$ cat src/rtl/hbcs_regs.svh
// Offsets, field positions and reset values of the host bridge command and status registers
`ifndef HBCS_REGS_SVH
`define HBCS_REGS_SVH

// Configuration offsets (bytes) and the dword that holds both registers
`define HBCS_OFF_CMD 8'h04
`define HBCS_OFF_STS 8'h06
`define HBCS_DW_CMDSTS 6'h01
`define HBCS_STS_LANE 16

// Command field positions
`define HBCS_CMD_FAST_BTB 9
`define HBCS_CMD_SYSERR_EN 8
`define HBCS_CMD_STEP_EN 7
`define HBCS_CMD_PARITY_EN 6
`define HBCS_CMD_SNOOP 5
`define HBCS_CMD_WRINV_EN 4
`define HBCS_CMD_SPCYC_EN 3
`define HBCS_CMD_MASTER_EN 2
`define HBCS_CMD_MEM_EN 1
`define HBCS_CMD_IO_EN 0

// Status field positions
`define HBCS_STS_PAR_DET 15
`define HBCS_STS_SYSERR 14
`define HBCS_STS_MABORT 13
`define HBCS_STS_TABORT 12
`define HBCS_STS_TABORT_SIG 11
`define HBCS_STS_SELT_HI 10
`define HBCS_STS_SELT_LO 9
`define HBCS_STS_MPAR 8
`define HBCS_STS_FAST_BTB 7
`define HBCS_STS_CAPLIST 4

// Reset values and the hardwired read patterns
`define HBCS_CMD_RST 16'h0006
`define HBCS_STS_RST 16'h0090
`define HBCS_CMD_FIXED 16'h0006
`define HBCS_STS_FIXED 16'h0090

`endif

$ cat src/rtl/hbcs_pkg.sv
// Types shared by the host bridge command and status register bank
package hbcs_pkg;

   typedef struct packed {
      logic q;
   } hbcs_flag_st_t;

   typedef struct packed {
      logic syserr_en;
      logic ack;
      logic [31:0] rdata;
      logic msg;
      logic mech_en;
   } hbcs_top_st_t;

endpackage

$ cat src/rtl/hbcs_flag_if.sv
// Set, clear and value of one sticky status flag
interface hbcs_flag_if;
   logic set;
   logic clr;
   logic q;

   modport owner (
      input set,
      input clr,
      output q
   );

   modport user (
      output set,
      output clr,
      input q
   );
endinterface

$ cat src/rtl/hbcs_top.sv
// Host bridge command and status registers with hub-link error messaging
//
// Function
// - Fast back-to-back enable reads zero, ignores writes
// - System-error enable gates device 0 messages
// - Message mechanism enabled by either device enable
// - Address/data stepping enable reads zero, fixed
// - Parity error response enable reads zero, fixed
// - Snoop, special cycle, detected parity read zero
// - Write-invalidate enable reads zero, ignores writes
// - Bus master enable reads one, fixed
// - Memory space enable reads one, fixed
// - I/O space enable reads zero, fixed
// - Signalled system error set on sent device 0 message only
// - Received master abort flag, write one clears
// - Received target abort flag, write one clears
// - Signalled target abort reads zero, fixed
// - Select timing reads 00, fast decode
// - Master data parity error reads zero
// - Fast back-to-back capable reads one
// - Capability list present reads one
`include "hbcs_regs.svh"

module hbcs_top (
   // Clock and reset
   input wire logic clock,
   input wire logic resetn,
   // Configuration access, already decoded to this function
   input wire logic cfg_req,
   input wire logic cfg_wr,
   input wire logic [5:0] cfg_addr,
   input wire logic [3:0] cfg_be,
   input wire logic [31:0] cfg_wdata,
   output logic [31:0] cfg_rdata,
   output logic cfg_ack,
   // Error events from the rest of the bridge
   input wire logic dev0_error_event,
   input wire logic dev1_error_event,
   input wire logic dev1_system_error_enable,
   input wire logic master_abort_rcvd,
   input wire logic target_abort_rcvd,
   // Hub link error messaging
   output logic hub_link_serr_msg,
   output logic hub_link_serr_enable
);

   localparam logic [15:0] CMD_RST = `HBCS_CMD_RST;

   hbcs_pkg::hbcs_top_st_t st_r;
   hbcs_pkg::hbcs_top_st_t st_nxt;

   logic hit;
   logic rd_hit;
   logic wr_hit;
   logic mech_en;
   logic dev0_sent;
   logic dev1_sent;
   logic [15:0] cmd_rd;
   logic [15:0] sts_rd;

   hbcs_flag_if syserr_if ();
   hbcs_flag_if mabort_if ();
   hbcs_flag_if tabort_if ();

   // Only the dword holding both registers answers with data
   assign hit = cfg_req && (cfg_addr == `HBCS_DW_CMDSTS);
   assign rd_hit = hit && !cfg_wr;
   assign wr_hit = hit && cfg_wr;

   // Either device's enable opens the shared message path
   assign mech_en = st_r.syserr_en || dev1_system_error_enable;
   assign dev0_sent = dev0_error_event && st_r.syserr_en;
   assign dev1_sent = dev1_error_event && dev1_system_error_enable;

   // Sticky status flags; clears come from byte lane 3 only
   assign syserr_if.set = dev0_sent;
   assign syserr_if.clr = wr_hit && cfg_be[3] && cfg_wdata[`HBCS_STS_LANE + `HBCS_STS_SYSERR];
   assign mabort_if.set = master_abort_rcvd;
   assign mabort_if.clr = wr_hit && cfg_be[3] && cfg_wdata[`HBCS_STS_LANE + `HBCS_STS_MABORT];
   assign tabort_if.set = target_abort_rcvd;
   assign tabort_if.clr = wr_hit && cfg_be[3] && cfg_wdata[`HBCS_STS_LANE + `HBCS_STS_TABORT];

   hbcs_flag u_syserr (
      .clock(clock),
      .resetn(resetn),
      .fl(syserr_if)
   );

   hbcs_flag u_mabort (
      .clock(clock),
      .resetn(resetn),
      .fl(mabort_if)
   );

   hbcs_flag u_tabort (
      .clock(clock),
      .resetn(resetn),
      .fl(tabort_if)
   );

   // Read images: every hardwired bit comes from the fixed pattern, so writes cannot reach it
   always_comb begin
      cmd_rd = `HBCS_CMD_FIXED;
      cmd_rd[`HBCS_CMD_SYSERR_EN] = st_r.syserr_en;
      sts_rd = `HBCS_STS_FIXED;
      sts_rd[`HBCS_STS_SYSERR] = syserr_if.q;
      sts_rd[`HBCS_STS_MABORT] = mabort_if.q;
      sts_rd[`HBCS_STS_TABORT] = tabort_if.q;
   end

   always_comb begin
      st_nxt = st_r;
      st_nxt.ack = cfg_req;
      st_nxt.msg = mech_en && (dev0_sent || dev1_sent);
      st_nxt.mech_en = mech_en;
      if (rd_hit) begin
         st_nxt.rdata = {sts_rd, cmd_rd};
      end else if (cfg_req) begin
         // Writes and unmapped dwords return zero
         st_nxt.rdata = 32'h00000000;
      end
      if (wr_hit && cfg_be[1]) begin
         st_nxt.syserr_en = cfg_wdata[`HBCS_CMD_SYSERR_EN];
      end
   end

   always_ff @(posedge clock or negedge resetn) begin
      if (!resetn) begin
         st_r.syserr_en <= CMD_RST[`HBCS_CMD_SYSERR_EN];
         st_r.ack <= 1'b0;
         st_r.rdata <= 32'h00000000;
         st_r.msg <= 1'b0;
         st_r.mech_en <= 1'b0;
      end else begin
         st_r <= st_nxt;
      end
   end

   assign cfg_rdata = st_r.rdata;
   assign cfg_ack = st_r.ack;
   assign hub_link_serr_msg = st_r.msg;
   assign hub_link_serr_enable = st_r.mech_en;
endmodule

$ cat src/rtl/hbcs_flag.sv
// Sticky status flag: set by hardware, cleared by a write of one
module hbcs_flag (
   // Clock and reset
   input wire logic clock,
   input wire logic resetn,
   // Flag carrier
   hbcs_flag_if.owner fl
);

   hbcs_pkg::hbcs_flag_st_t st_r;
   hbcs_pkg::hbcs_flag_st_t st_nxt;

   always_comb begin
      st_nxt = st_r;
      // Set wins so an event in the clearing cycle is never lost
      if (fl.set) begin
         st_nxt.q = 1'b1;
      end else if (fl.clr) begin
         st_nxt.q = 1'b0;
      end
   end

   always_ff @(posedge clock or negedge resetn) begin
      if (!resetn) begin
         st_r <= '0;
      end else begin
         st_r <= st_nxt;
      end
   end

   assign fl.q = st_r.q;
endmodule

$ cat config.mk
export PLATFORM = sky130hd
export DESIGN_NAME = hbcs_top
export DESIGN_NICKNAME = d
export VERILOG_FILES = /design/src/rtl/hbcs_pkg.sv /design/src/rtl/hbcs_flag_if.sv /design/src/rtl/hbcs_top.sv /design/src/rtl/hbcs_flag.sv
export VERILOG_INCLUDE_DIRS = /design/src /design/src/rtl
export SDC_FILE = /design/constraint.sdc
export NUM_CORES = 1
export LEC_CHECK = 0
export ABC_AREA = 1
export ABC_CLOCK_PERIOD_IN_PS = 930
export BUFFER_PORTS_ARGS = -buffer_cell sky130_fd_sc_hd__buf_2
export CELL_PAD_IN_SITES_DETAIL_PLACEMENT = 0
export CELL_PAD_IN_SITES_GLOBAL_PLACEMENT = 1
export CORE_ASPECT_RATIO = 1.2
export CORE_UTILIZATION = 21
export DETAILED_ROUTE_END_ITERATION = 8
export HOLD_SLACK_MARGIN = 0.06
export PLACE_DENSITY = 0.88
export SETUP_SLACK_MARGIN = 0.1
export SLEW_MARGIN = 20
export SYNTH_ARGS = -nofsm -noshare
export SYNTH_HDL_FRONTEND = slang
export SYNTH_SLANG_ARGS = --single-unit
$ cat constraint.sdc
create_clock -name clock -period 0.93 [get_ports clock]
set_clock_uncertainty 0.1 [all_clocks]
set_input_delay 0.1395 -clock clock [delete_from_list [all_inputs] [get_ports clock]]
set_output_delay 0.1395 -clock clock [all_outputs]
set_load 0.02 [all_outputs]
==> run_summary.xml <==
<?xml version="1.0" encoding="UTF-8"?>
<metrics>
  <group name="cells_and_area">
    <metric name="antenna_cells" unit="">0</metric>
    <metric name="flow.area_growth_from_synthesis" unit="%">36.82</metric>
    <metric name="final_cell_count_no_fill" unit="">157</metric>
    <metric name="mostFrequentLayoutCell" unit="">sky130_fd_sc_hd__conb_1</metric>
    <metric name="nets_final" unit="">172</metric>
    <metric name="drive_above_1_share" unit="%">41.67</metric>
    <metric name="layout.cells.most_common_list" unit="">sky130_fd_sc_hd__conb_1, sky130_fd_sc_hd__buf_2, sky130_fd_sc_hd__nand2_1</metric>
  </group>
  <group name="synth">
    <metric name="synth-simple-area-share" unit="%">26.18</metric>
    <metric name="synth-compound-area-share" unit="%">1.858</metric>
    <metric name="syn_inst" unit="">81</metric>
    <metric name="synth-xor-area-share" unit="%">0</metric>
    <metric name="post_synth.cell_area_avg" unit="sq um">9.145</metric>
    <metric name="synth.area.mux_share" unit="%">0</metric>
    <metric name="synth_cell_types" unit="">17</metric>
    <metric name="mappedNetlistArea" unit="sq um">740.7</metric>
    <metric name="yosysWarningCount" unit="">0</metric>
    <metric name="ys_seq_elements" unit="">12</metric>
    <metric name="sequential_to_total_area_share_from_yosys_stat" unit="%">40.54</metric>
    <metric name="post_synth_adder_cell_area" unit="%">0</metric>
    <metric name="combinational_family_with_the_most_area_after_synthesis" unit="">buffers and inverters</metric>
  </group>
  <group name="detailed_routing">
    <metric name="post_route_drc_violation_count" unit="">0</metric>
    <metric name="detail_route.iter0.violations" unit="">11</metric>
    <metric name="routedWlPerCell" unit="microns">8.745</metric>
    <metric name="route.final.wire_length" unit="microns">1373</metric>
    <metric name="final_antenna_net_count" unit="">0</metric>
    <metric name="post_drt_via_cell_ratio" unit="">3.618</metric>
    <metric name="dr_total_vias" unit="">568</metric>
    <metric name="dr.pass1.iters" unit="">3</metric>
  </group>
  <group name="grt">
    <metric name="grt_pass1_wl" unit="microns">2221</metric>
    <metric name="via_count_of_the_first_global_routing_pass" unit="">531</metric>
    <metric name="grt_overflow" unit="">0</metric>
    <metric name="grt_util_all_layers" unit="%">7.797</metric>
    <metric name="grt_antenna_before_repair" unit="">0</metric>
    <metric name="pin_count_of_the_biggest_net_entering_global_routing" unit="">13</metric>
  </group>
  <group name="clock_tree">
    <metric name="tritoncts" unit="">built</metric>
    <metric name="post_cts_hold_buffer_count" unit="">2</metric>
    <metric name="clk_latency" unit="ps">240</metric>
    <metric name="tritoncts_num_sinks" unit="">12</metric>
    <metric name="worst_setup_hold_path_clk_slew" unit="ps">50</metric>
    <metric name="cts_max_level" unit="">1</metric>
    <metric name="maximum_buffer_depth_of_the_clock_tree" unit="">2</metric>
    <metric name="root_cell_of_the_clock_tree" unit="">sky130_fd_sc_hd__clkbuf_8</metric>
    <metric name="num_cts_buffers" unit="">3</metric>
  </group>
  <group name="setup_path">
    <metric name="setup.worst_path.start_class" unit="">flop</metric>
    <metric name="timing.setup.critical_path_class" unit="">flop to output pin</metric>
    <metric name="worst_ep_required_time" unit="ps">690</metric>
    <metric name="worst_ep_arrival" unit="ps">820</metric>
    <metric name="cp_num_buf_inv" unit="">1</metric>
    <metric name="timing.critical_path.max_delay_family" unit="">flip-flops</metric>
    <metric name="worst_path_cell_with_the_longest_stage_delay" unit="">sky130_fd_sc_hd__dfrtp_2</metric>
    <metric name="r2r_setup_slack" unit="ps">-40</metric>
    <metric name="timing.critical_path.slowest_cell_delay" unit="ps">420</metric>
    <metric name="path_cells" unit="">buf_2</metric>
    <metric name="end_kind" unit="">output pin</metric>
    <metric name="crit_path_max_fanout" unit="">5</metric>
  </group>
  <group name="pwr">
    <metric name="power.static_leakage" unit="nW">0.5915</metric>
    <metric name="power.ir.vdd_worst" unit="mV">1.052</metric>
    <metric name="power_density" unit="nW/um^2">1284</metric>
  </group>
  <group name="run_status">
    <metric name="outcome" unit="">finished with violations</metric>
    <metric name="failed_checks" unit="">hold timing, setup timing</metric>
  </group>
  <group name="timing">
    <metric name="timing.final.max_slew_violations" unit="">0</metric>
    <metric name="layout_worst_path_cycle_share" unit="%">114.2</metric>
    <metric name="timing.final.setup_violations" unit="">12</metric>
    <metric name="max_clock_freq" unit="MHz">941.3</metric>
    <metric name="grt_setup_unrepaired" unit="">yes</metric>
    <metric name="hold_viol" unit="">2</metric>
    <metric name="timing.final.ws_setup" unit="ps">-132.3</metric>
    <metric name="worst_hold_slack" unit="ps">-11.04</metric>
    <metric name="period_minus_slack" unit="ps">1062</metric>
  </group>
  <group name="placement">
    <metric name="dp.final_hpwl" unit="microns">1044</metric>
    <metric name="placedCellCount" unit="">146</metric>
    <metric name="gp_congestion" unit="">0.6687</metric>
    <metric name="portBuffers" unit="">31</metric>
    <metric name="preCtsSetupSlack" unit="ps">-106.6</metric>
  </group>
  <group name="die">
    <metric name="floorplan.die_area" unit="sq um">3770</metric>
    <metric name="die_height" unit="microns">67.06</metric>
    <metric name="die_x" unit="microns">56.22</metric>
    <metric name="num_rows" unit="">23</metric>
    <metric name="initial_utilization" unit="%">22.00</metric>
    <metric name="core_outline_area" unit="sq um">3367</metric>
    <metric name="boundaryPins" unit="">86</metric>
  </group>
  <group name="job">
    <metric name="drv.max_cap_violation_count" unit="">0</metric>
  </group>
  <group name="worst_hold_path">
    <metric name="holdCritPathClass" unit="">input port to flop</metric>
  </group>
</metrics>
[timing repair]
action / 4_1_cts / 5_1_grt
hold endpoints to repair: 19 / 5
endpoints found under the setup margin: 13 / 16
buffers inserted: 2 / 4
gates resized for setup: 15 / 8
pin swaps: 2 / 7
[registers in the layout (all words and copies together) (netlist names)]
name,cells
u_mabort.fl.q,1
cmd_rd,1
u_syserr.fl.q,1
hub_link_serr_enable,1
cfg_ack,1
cfg_rdata,5
u_tabort.fl.q,1
hub_link_serr_msg,1
[worst paths after layout]
kind / end / startpoint / cells after the start
max in group asynchronous: cfg_rdata[23] / resetn / 2
max: cfg_rdata[20] / cfg_rdata[23] / 1
min in group asynchronous: cfg_rdata[29] / resetn / 2
min reg2reg: u_syserr.fl.q / u_syserr.fl.q / 2
min: u_tabort.fl.q / target_abort_rcvd / 3
max reg2reg: cfg_rdata[23] / cfg_rdata[23] / 2
[synthesized netlist by cell type (all sizes together)]
| cell type | number | area share (%) |
|---|---|---|
| nand4 | 3 | 2.5 |
| nand2 | 19 | 11 |
| buf | 27 | 27 |
| or2 | 1 | 0.85 |
| conb | 1 | 0.51 |
| nand3 | 6 | 6.4 |
| nor2 | 3 | 5.7 |
| a22o | 1 | 1.2 |
| dfrtp | 12 | 41 |
| clkinv | 1 | 0.51 |
| o21ai | 1 | 0.68 |
| inv | 6 | 3.0 |
[final cells by class]
type / instances / area, sq um
Sequential cell: 12 / 301.5
Inverter: 7 / 31.28
Tap cell: 37 / 46.29
Fill cell: 364 / 2354
Clock buffer: 4 / 45.04
Multi-Input combinational cell: 58 / 302.8
Timing Repair Buffer: 39 / 286.5
[power by group]
group | leakage, nW | total, mW | internal (mW) | switching, mW
clock network | 0.0228 | 0.489 | 0.302 | 0.187
logic | 0.421 | 0.247 | 0.0814 | 0.166
registers | 0.148 | 0.565 | 0.549 | 0.0157
total | 0.592 | 1.30 | 0.932 | 0.369
[metrics by stage]
stage	area (sq um)	power (mW)	setup TNS, ps	utilization [%]	hold WS, ps
finish	1013	1.301	-1003	30.10	-11.04
global placement	834.6	0.7900	-356.2	24.79	-73.02
global route	1013	1.374	-1364	30.10	-7.281
floorplan	828.3	0.7900	0	-	-256.1
CTS	960.9	1.309	-1048	28.54	-15.17
detailed placement	834.6	0.7947	-393.7	24.79	-64.61
[cells by family after synthesis]
family                 Yosys count
AOI/OAI and AO/OA                2
other                            1
DFF                             12
and+or+nand+nor                 32
buffers and inverters           34
[layer usage]
layer,up-vias,track usage (%),routed length [microns]
li1,278,-,-
met1,249,8.274,521
met2,41,13.99,717
met3,0,3.689,134
met4,0,1.829,0
met5,-,0,0
Note: power is estimated with default switching activity, not from simulation.
